**config.mk**
```make
export PLATFORM = sky130hd
export DESIGN_NAME = serial_link
export DESIGN_NICKNAME = d
export VERILOG_FILES = /design/src/design/link_pkg.sv /design/src/design/two_entry_buffer.sv /design/src/design/serial_link.sv
export SDC_FILE = /design/constraint.sdc
export NUM_CORES = 1
export LEC_CHECK = 0
export BUFFER_PORTS_ARGS = -buffer_cell sky130_fd_sc_hd__buf_2
export CAP_MARGIN = 20
export CORE_MARGIN = 2
export CORE_UTILIZATION = 60
export DETAILED_ROUTE_END_ITERATION = 8
export GPL_TIMING_DRIVEN = 0
export PLACE_DENSITY = 0.82
export SYNTH_ARGS = -nofsm -noshare
export SYNTH_HDL_FRONTEND = slang
export SYNTH_SLANG_ARGS = --single-unit
```
**constraint.sdc**
```tcl
create_clock -name core_clk_i -period 4.2 [get_ports core_clk_i]
set_input_delay 0.84 -clock core_clk_i [delete_from_list [all_inputs] [get_ports core_clk_i]]
set_output_delay 0.84 -clock core_clk_i [all_outputs]
set_load 0.02 [all_outputs]
```
**src/design/link_pkg.sv**
```systemverilog
package link_pkg;

  // byte and buffer shape
  localparam int BYTE_W    = 8;
  localparam int BUF_DEPTH = 2;

  // host mode command values
  localparam logic [7:0] CMD_HOLD    = 8'h10;
  localparam logic [7:0] CMD_RELEASE = 8'h00;

  // fixed frame bit levels
  localparam logic START_BIT   = 1'h0;
  localparam logic SOURCE_BIT  = 1'h0;
  localparam logic DESTINATION_SELECT_BIT_WRITE  = 1'h0;
  localparam logic IDLE_LEVEL  = 1'h1;

  // bit counters inside a frame
  localparam logic [3:0] COUNT_ZERO = 4'h0;
  localparam logic [3:0] RX_LAST    = 4'h7;
  localparam logic [3:0] TX_LAST    = 4'h9;

  // reset values
  localparam logic HELD_RESET = 1'h0;
  localparam logic CTS_RESET  = 1'h0;
  localparam logic OUT_RESET  = 1'h1;

  typedef enum logic [1:0] {
    TX_IDLE  = 2'h1,
    TX_SHIFT = 2'h2
  } tx_state_t;

  typedef enum logic [2:0] {
    RX_IDLE = 3'h1,
    RX_DATA = 3'h2,
    RX_DESTINATION_SELECT_BIT = 3'h4
  } rx_state_t;

endpackage

```
**src/design/two_entry_buffer.sv**
```systemverilog
`timescale 1ns/100ps
module two_entry_buffer #(
  parameter int WIDTH = link_pkg::BYTE_W,
  parameter int DEPTH = link_pkg::BUF_DEPTH
) (
  input  wire logic             core_clk_i,
  input  wire logic             reset_i,
  input  wire logic             in_valid_i,
  input  wire logic [WIDTH-1:0] in_data_i,
  output wire logic             in_ready_o,
  output wire logic             out_valid_o,
  output wire logic [WIDTH-1:0] out_data_o,
  input  wire logic             out_ready_i
);

  localparam int PTR_W = (DEPTH > 1) ? $clog2(DEPTH) : 1;
  localparam int CNT_W = $clog2(DEPTH + 1);
  localparam logic [CNT_W-1:0] FULL_COUNT = CNT_W'(DEPTH);
  localparam logic [PTR_W-1:0] LAST_PTR   = PTR_W'(DEPTH - 1);

  typedef struct packed {
    logic [DEPTH-1:0][WIDTH-1:0] mem;
    logic [PTR_W-1:0]            wr_ptr;
    logic [PTR_W-1:0]            rd_ptr;
    logic [CNT_W-1:0]            count;
  } buf_state_t;

  buf_state_t state_reg;
  buf_state_t state_next;
  logic       push;
  logic       pop;

  assign in_ready_o  = (state_reg.count != FULL_COUNT);
  assign out_valid_o = (state_reg.count != '0);
  assign out_data_o  = state_reg.mem[state_reg.rd_ptr];
  assign push        = in_valid_i && in_ready_o;
  assign pop         = out_valid_o && out_ready_i;

  always_comb begin
    state_next = state_reg;
    for (int i = 0; i < DEPTH; i++) begin
      if (push && (state_reg.wr_ptr == PTR_W'(i))) begin
        state_next.mem[i] = in_data_i;
      end
    end
    if (push) begin
      state_next.wr_ptr = (state_reg.wr_ptr == LAST_PTR) ? '0 :
                          state_reg.wr_ptr + 1'b1;
    end
    if (pop) begin
      state_next.rd_ptr = (state_reg.rd_ptr == LAST_PTR) ? '0 :
                          state_reg.rd_ptr + 1'b1;
    end
    if (push && !pop) begin
      state_next.count = state_reg.count + 1'b1;
    end else if (pop && !push) begin
      state_next.count = state_reg.count - 1'b1;
    end
    if (reset_i) begin
      state_next = '0;
    end
  end

  always_ff @(posedge core_clk_i) begin
    state_reg <= state_next;
  end

endmodule

```
**src/design/serial_link.sv**
```systemverilog
`timescale 1ns/100ps
// How it works
// - four one-way wires: clock, out, in, cts
// - hold command 0x10 stops sending, keeps accepting
// - release command 0x00 resumes sending buffered bytes
// - outgoing frame opens with low start bit
// - no outgoing start while a frame arrives
// - eight outgoing data bits, lsb first
// - outgoing frame closes with source bit zero
// - cts drops on rising edge after start
// - incoming bits 0 to 7 lsb first
// - incoming frame ends with destination bit zero
// - cts stays low until buffer has room
module serial_link (
  input  wire logic       core_clk_i,
  input  wire logic       reset_i,
  input  wire logic       host_mode_valid_i,
  input  wire logic [7:0] host_mode_value_i,
  input  wire logic       tx_valid_i,
  input  wire logic [7:0] tx_data_i,
  output wire logic       tx_ready_o,
  output wire logic       rx_valid_o,
  output wire logic [7:0] rx_data_o,
  input  wire logic       rx_ready_i,
  input  wire logic       link_clock_in_i,
  input  wire logic       serial_in_line_i,
  output wire logic       serial_out_line_o,
  output wire logic       clear_to_send_line_o,
  output wire logic       link_held_o
);

  typedef struct packed {
    logic                clk_meta;
    logic                clk_sync;
    logic                clk_prev;
    logic                din_meta;
    logic                din_sync;
    logic                held;
    link_pkg::tx_state_t tx_state;
    logic [3:0]          tx_count;
    logic [8:0]          tx_shift;
    logic                out_line;
    link_pkg::rx_state_t rx_state;
    logic [3:0]          rx_count;
    logic [7:0]          rx_shift;
    logic                cts;
    logic                rx_push;
  } state_t;

  state_t     state_reg;
  state_t     state_next;
  logic       link_rise;
  logic       link_fall;
  logic       rx_busy;
  logic       tx_pop;
  logic       txb_valid;
  logic [7:0] txb_data;
  logic       rxb_ready;

  // outgoing bytes wait here, also across a hold
  two_entry_buffer #(
    .WIDTH (link_pkg::BYTE_W),
    .DEPTH (link_pkg::BUF_DEPTH)
  ) tx_buffer (
    .core_clk_i  (core_clk_i),
    .reset_i     (reset_i),
    .in_valid_i  (tx_valid_i),
    .in_data_i   (tx_data_i),
    .in_ready_o  (tx_ready_o),
    .out_valid_o (txb_valid),
    .out_data_o  (txb_data),
    .out_ready_i (tx_pop)
  );

  // incoming bytes; a full buffer keeps cts low
  two_entry_buffer #(
    .WIDTH (link_pkg::BYTE_W),
    .DEPTH (link_pkg::BUF_DEPTH)
  ) rx_buffer (
    .core_clk_i  (core_clk_i),
    .reset_i     (reset_i),
    .in_valid_i  (state_reg.rx_push),
    .in_data_i   (state_reg.rx_shift),
    .in_ready_o  (rxb_ready),
    .out_valid_o (rx_valid_o),
    .out_data_o  (rx_data_o),
    .out_ready_i (rx_ready_i)
  );

  // edges found on the synchronised clock
  assign link_rise = state_reg.clk_sync && !state_reg.clk_prev;
  assign link_fall = !state_reg.clk_sync && state_reg.clk_prev;

  assign serial_out_line_o    = state_reg.out_line;
  assign clear_to_send_line_o = state_reg.cts;
  assign link_held_o          = state_reg.held;

  always_comb begin
    state_next = state_reg;
    tx_pop     = 1'b0;

    // two flops per pin; clock and data share latency
    state_next.clk_meta = link_clock_in_i;
    state_next.clk_sync = state_reg.clk_meta;
    state_next.clk_prev = state_reg.clk_sync;
    state_next.din_meta = serial_in_line_i;
    state_next.din_sync = state_reg.din_meta;
    state_next.rx_push  = 1'b0;

    if (host_mode_valid_i &&
        (host_mode_value_i == link_pkg::CMD_HOLD)) begin
      state_next.held = 1'b1;
    end
    // release command lets buffered bytes go
    if (host_mode_valid_i &&
        (host_mode_value_i == link_pkg::CMD_RELEASE)) begin
      state_next.held = 1'b0;
    end

    // a start bit already on the line counts as receiving
    rx_busy = (state_reg.rx_state != link_pkg::RX_IDLE) ||
              (state_reg.cts &&
               (state_reg.din_sync == link_pkg::START_BIT));

    // outgoing side moves on falling link edges
    if (link_fall) begin
      unique case (state_reg.tx_state)
        link_pkg::TX_IDLE: begin
          if (txb_valid && !state_reg.held && !rx_busy) begin
            tx_pop              = 1'b1;
            state_next.out_line = link_pkg::START_BIT;
            state_next.tx_shift = {link_pkg::SOURCE_BIT, txb_data};
            state_next.tx_count = link_pkg::COUNT_ZERO;
            state_next.tx_state = link_pkg::TX_SHIFT;
          end
        end
        link_pkg::TX_SHIFT: begin
          // back to idle high after ten bits
          if (state_reg.tx_count == link_pkg::TX_LAST) begin
            state_next.out_line = link_pkg::IDLE_LEVEL;
            state_next.tx_state = link_pkg::TX_IDLE;
          end else begin
            state_next.out_line = state_reg.tx_shift[0];
            state_next.tx_shift = {link_pkg::IDLE_LEVEL,
                                   state_reg.tx_shift[8:1]};
            state_next.tx_count = state_reg.tx_count + 1'b1;
          end
        end
      endcase
    end

    // incoming side samples on rising link edges
    unique case (state_reg.rx_state)
      link_pkg::RX_IDLE: begin
        if (link_rise && state_reg.cts &&
            (state_reg.din_sync == link_pkg::START_BIT)) begin
          state_next.rx_count = link_pkg::COUNT_ZERO;
          state_next.rx_state = link_pkg::RX_DATA;
        end else begin
          // raise cts only with room; push not yet seen
          state_next.cts = rxb_ready && !state_reg.rx_push;
        end
      end
      link_pkg::RX_DATA: begin
        if (link_rise) begin
          // cts falls on the edge after start
          if (state_reg.rx_count == link_pkg::COUNT_ZERO) begin
            state_next.cts = 1'b0;
          end
          state_next.rx_shift = {state_reg.din_sync,
                                 state_reg.rx_shift[7:1]};
          state_next.rx_count = state_reg.rx_count + 1'b1;
          if (state_reg.rx_count == link_pkg::RX_LAST) begin
            state_next.rx_state = link_pkg::RX_DESTINATION_SELECT_BIT;
          end
        end
      end
      link_pkg::RX_DESTINATION_SELECT_BIT: begin
        if (link_rise) begin
          state_next.rx_push  = (state_reg.din_sync ==
                                 link_pkg::DESTINATION_SELECT_BIT_WRITE);
          state_next.rx_state = link_pkg::RX_IDLE;
        end
      end
    endcase

    if (reset_i) begin
      state_next.clk_meta = 1'b0;
      state_next.clk_sync = 1'b0;
      state_next.clk_prev = 1'b0;
      state_next.din_meta = link_pkg::IDLE_LEVEL;
      state_next.din_sync = link_pkg::IDLE_LEVEL;
      state_next.held     = link_pkg::HELD_RESET;
      state_next.tx_state = link_pkg::TX_IDLE;
      state_next.tx_count = link_pkg::COUNT_ZERO;
      state_next.tx_shift = '0;
      state_next.out_line = link_pkg::OUT_RESET;
      state_next.rx_state = link_pkg::RX_IDLE;
      state_next.rx_count = link_pkg::COUNT_ZERO;
      state_next.rx_shift = '0;
      state_next.cts      = link_pkg::CTS_RESET;
      state_next.rx_push  = 1'b0;
      tx_pop              = 1'b0;
    end
  end

  always_ff @(posedge core_clk_i) begin
    state_reg <= state_next;
  end

endmodule

```
==> After elaboration in Yosys (flattened, before gate mapping) <==
Cells that the tools add are included.
Widths: inputs -> output; s select.
{ "word_totals": {"regBits": 79, "latchBits": 0, "ram_bits": 0, "romBits": 0, "in_bits": 23, "output_inout_bits": 13, "wordCells": 140, "n_memories": 0} }
{ "classes": {"n_addsub": 10, "n_mul": 0, "div_mod_pow": 0, "order_cmp": 2, "eq_ne": 20, "shift": 0, "muxes": 30, "n_bitwise": 5, "n_reduce_logical": 48} }
{ "ops": {"columns": ["op", "n"], "rows": [
  ["$mux 16", 2],
  ["$mux 8", 4],
  ["$pmux 16 s2", 1],
  ["$logic_and 1x1->1", 22],
  ["$ne 2x2->1 const B", 11],
  ["$mux 13", 1],
  ["$mux 1", 11],
  ["$mux 2", 5],
  ["$reduce_bool 2->1", 5],
  ["$logic_not 1->1", 9],
  ["$pmux 3 s3", 1],
  ["$reduce_and 3->1", 3],
  ["$add 4x1->4 const B", 2],
  ["$eq 8x5->1 const B", 1],
  ["$logic_not 8->1", 1],
  ["$pmux 4 s2", 1],
  ["$reduce_and 4->1", 2],
  ["$mux 7", 1],
  ["$mux 3", 2],
  ["$not 1->1", 5],
  ["$add 1x1->1 const B", 4],
  ["$add 2x1->2 const B", 2],
  ["$eq 4x3->1 const B", 1],
  ["$eq 4x4->1 const B", 1],
  ["14 further kinds", 17]
]} }

==> Depth between registers and ports, before layout <==
{ "logic_depth": {"word_depth": 13, "depth_mapped": 8, "depth_no_buf": 7} }

==> Hierarchy <==
Synthesis repeated with hierarchy kept, for this count alone.
{ "hier_totals": {"hier_cells": 413, "area_unflattened_um2": 3733.6} }
{ "modules_own_cells": {"columns": ["mod", "n_inst", "cells_per_inst", "area_each_um2", "seq_area_each_um2"], "rows": [
  ["two_entry_buffer", 2, 102, 960.9, 400.4],
  ["serial_link", 1, 209, 1811.7, 780.7]
]} }

==> Worst setup path before layout <==
OpenSTA, ideal clock, no wires.
{ "synth_path": {"path_kind": "register to register", "from": "reg state_reg[14] (netlist name)", "to": "reg tx_buffer.state_reg[1] (netlist name)", "setup_time_ps": 70, "arrival_time_ps": 2315, "t_required_ps": 4130, "slack_ps": 1814, "path_stages_with_launch": 8, "n_path_buf": 1, "period_less_slack_ps": 2386, "path_cell_list": "dfxtp_1 -> buf_4 -> or3b_4 -> or4_4 -> or2_2 -> ha_1 -> or3_1 -> a21oi_1"} }
{ "synth_between": {"elab_chain_len": 12, "word_cells_on_any_way": 14, "cone_classes": "eq/ne: 1; mux: 5; reduce/logical: 8"} }
{ "synth_lines": {"columns": ["item", "line", "rtl"], "rows": [
  ["start, declared", "serial_link.sv:50", "state_t state_reg;"],
  ["start signal, assigned", "serial_link.sv:208", "state_reg <= state_next;"],
  ["$ne 3x1->1 *", "serial_link.sv:121", "rx_busy = (state_reg.rx_state != link_pkg::RX_IDLE) ||"],
  ["$logic_or 1x1->1 *", "serial_link.sv:121", null],
  ["$logic_not 1->1 *", "serial_link.sv:129", "if (txb_valid && !state_reg.held && !rx_busy) begin"],
  ["$logic_and 1x1->1 *", "serial_link.sv:129", null],
  ["$mux 1 *", "serial_link.sv:129", null],
  ["$mux 1 *", "serial_link.sv:127", "unique case (state_reg.tx_state)"],
  ["$mux 1 *", "serial_link.sv:126", "if (link_fall) begin"],
  ["$mux 1 *", "serial_link.sv:187", "if (reset_i) begin"],
  ["$logic_and 1x1->1 *", "two_entry_buffer.sv:37", "assign pop = out_valid_o && out_ready_i;"],
  ["$logic_not 1->1", "two_entry_buffer.sv:54", "if (push && !pop) begin"],
  ["$logic_and 1x1->1", "two_entry_buffer.sv:54", null],
  ["$mux 2 or $reduce_bool 2->1 (tied branches)", null, null],
  ["end signal, assigned", "two_entry_buffer.sv:65", "state_reg <= state_next;"],
  ["end, declared", "two_entry_buffer.sv:28", "buf_state_t state_reg;"]
]} }
Every way passes the cells marked *; elsewhere a longest branch is shown, timed or not.
A chain may end at the register's enable or synchronous reset.

==> Final worst setup path <==
Same ends and word-level chain as after synthesis.

==> impl_metrics.csv <==
group,metric,value,unit
run_status,status,"completed",
synthesis,syn_nets,406,
setup_path,cp_data_required_time,4.48,ns
job,cap_violations,0,
setup_path,cp_max_fo,10,
min_path,hp-start,"state_reg[35]$_SDFF_PP1_",
setup_path,path_class,"reg -> reg",
layout,drive_gt1_frac,0.1991,
pwr,clock_power_share,0.402,
clock_tree,cts.clk_slew.worst_paths,0.08,ns
pwr,total_power,1.692,mW
synthesis,synth_area_leaders,"dfxtp_1 45%, mux2i_1 9.2%, mux2_2 7.7%, a21oi_1 4.9%, nor2_1 4.8%",
sta,finalMaxSlewViolations,0,
pwr,pwr-share-seq,0.473,
synthesis,ys_seq_area_frac,0.4529,
setup_path,crit_start,"state_reg[14]$_SDFFE_PP1P_",
sta,fin_setup_tns,0,ns
min_path,min_path_type,"reg -> reg",
sta,fin_ws,1.681,ns
layout,area_growth,14.47,%
sta,tightest_slew,0.6586,ns
global_route,grt_pass1_wl,12450,um
synthesis,syn_area_per_cell,9.263,um2
clock_tree,post-cts-setup-buffers,0,
layout,largest_reg_flops,36,
layout,nNetsFinal,451,
clock_tree,cts_buffer_depth,2,
layout,post-route-util,0.7172,
drt,vias,2831,
clock_tree,clock_latency,0.35,ns
clock_tree,tritoncts,"done",
clock_tree,root_buffer,"clkbuf_8",
sta,relSlewSlack,0.5609,
drt,viasPerCell,5.673,
drt,met2_length,3611,um
die,die_area,6446,um2
global_route,grt_max_degree,14,
sta,whs,0.4246,ns
sta,finalCritPeriodShare,0.5997,
die,ios,36,
layout,fin_cells,499,
sta,grt_setup_unrepaired,"no",
drt,wl_met3,271,um
setup_path,path_cells,"buf_4 -> or3b_4 -> or4_4 -> or2_2 -> ha_1 -> or3_1 -> a21oi_1",
clock_tree,cts_resized,0,
pwr,p_switching,0.4127,mW
synthesis,async_flop_share,0,
setup_path,worst-path-buf-inv,1,
clock_tree,htreeDepth,3,
pwr,comb_power_share,0.125,
die,die_height,80.29,um
setup_path,cp_slowest_cell,"or4_4",
global_route,grt_use_total,0.2476,
synthesis,synth_commonest_cells,"79 x dfxtp_1, 45 x nor2_1, 34 x a21oi_1",
drt,wl_per_cell,14.71,um
drt,ant_nets,0,
drt,dr.pass1.iters,4,
sta,fin_crit,2.519,ns
place,placed_cells_incl_taps,483,
drt,m1WireLength,3351,um
die,fp.dieW,80.29,um
setup_path,crit_arrival,2.80,ns
synthesis,synth_most_common_cell,"dfxtp_1",
drt,remaining_drc_errors,0,
place,gp_congestion,0.8544,
clock_tree,cts.sinks,79,
sta,finalSetupViolations,0,
global_route,grt_pass1_vias,2774,
sta,fmax,397.1,MHz
pwr,max-vdd-ir-drop,285.6,uV
clock_tree,cts_buffers,9,
drt,wl,7341,um
die,core,5574,um2
synthesis,synthCells,377,
synthesis,ys_types,46,
die,rows,27,
place,portBuffers,34,
setup_path,reg2reg_from,"state_reg[14]$_SDFFE_PP1P_",
sta,skew,0.01012,ns
drt,highest_layer,"met4",
synthesis,synth_edf_count,0,
synthesis,ys_ff_latch,79,
synthesis,yosysTopAreaCell,"dfxtp_1",
layout,antenna_cells,0,
synthesis,syn-cell-area,3492,um2
drt,first_iter_violations,153,
clock_tree,cts_hold_buf,0,
setup_path,critPathCaptureType,"flop",
setup_path,cpPeakStageDelay,0.43,ns
synthesis,yosys_warnings,0,
global_route,overflow,0,
place,post-place-ws,1.548,ns
die,initial_core_util,0.6265,
place,post-dp-hpwl,5217,um
global_route,antenna_found_initial,0,
setup_path,start_kind,"flop",
pwr,p_sw_frac,0.2440,
setup_path,worst_path_dominant_cell_family,"simple AND/OR/NAND/NOR gates",
pwr,power.density,423.1,nW/um2
place,placed_area,3752,um2
synthesis,netlist.area_leader.share,0.4529,
sta,hold_violations,0,
synthesis,synth_ff_type,"dfxtp_1",
layout,fin_area,3998,um2
pwr,p_int,1.279,mW
pwr,p_leak,1.680,nW
[layout make-up]
type | count | area, um2
tap | 72 | 90.09
fill | 441 | 1577
timing repair buffer | 34 | 170.2
clock inverter | 6 | 107.6
multi-input combinational | 274 | 1815
clock buffer | 10 | 137.6
buffer | 19 | 76.32
inverter | 5 | 18.77
sequential | 79 | 1582
[kinds of logic (layout without fill, tap and decap cells)]
group | after synthesis | after routing | share of synthesized area
AND/OR/NAND/NOR | 134 | 134 | 0.1931
flip-flops | 79 | 79 | 0.4529
AO/OA/AOI/OAI | 72 | 72 | 0.1211
multiplexers | 56 | 56 | 0.1691
buffers and inverters | 24 | 74 | 0.02723
adder cells (fa/ha/maj) | 6 | 6 | 0.02150
XOR/XNOR | 6 | 6 | 0.01505
[power groups by stage]
stage | sequential, mW | clock (mW) | combinational [mW]
2_1_floorplan | 0.813 | 0 | 0.156
3_3_place_gp | 0.815 | 0 | 0.205
3_5_place_dp | 0.816 | 0 | 0.211
4_1_cts | 0.799 | 0.688 | 0.212
5_1_grt | 0.803 | 0.724 | 0.234
6_report | 0.800 | 0.680 | 0.212
[cell usage in the layout (no fill, tap or decap), drive strengths merged, types with 13 or more instances in the layout]
master  netlist  routed
buf           6      40
nand2        25      25
o21ai        20      20
dfxtp        79      79
mux2         24      24
nand3        13      13
nor2         45      45
mux2i        32      32
a21oi        34      34
clkbuf       13      23
[path summary, 6_finish.rpt]
kind	cells after the start	slack (ns)	end
worst max-delay path	7	1.68	tx_buffer.state_reg[1]$_SDFFE_PP0P_
worst min-delay path	1	0.42	state_reg[34]$_SDFF_PP1_
worst max register to register	7	1.68	tx_buffer.state_reg[1]$_SDFFE_PP0P_
worst min register to register	1	0.42	state_reg[34]$_SDFF_PP1_
[layer usage]
metal	vias up	GRT usage
met2	56	0.4267
li1	1422	-
met4	0	0.07797
met5	-	0
met1	1341	0.2989
met3	12	0.06742
(Power assumes the default switching activity.)
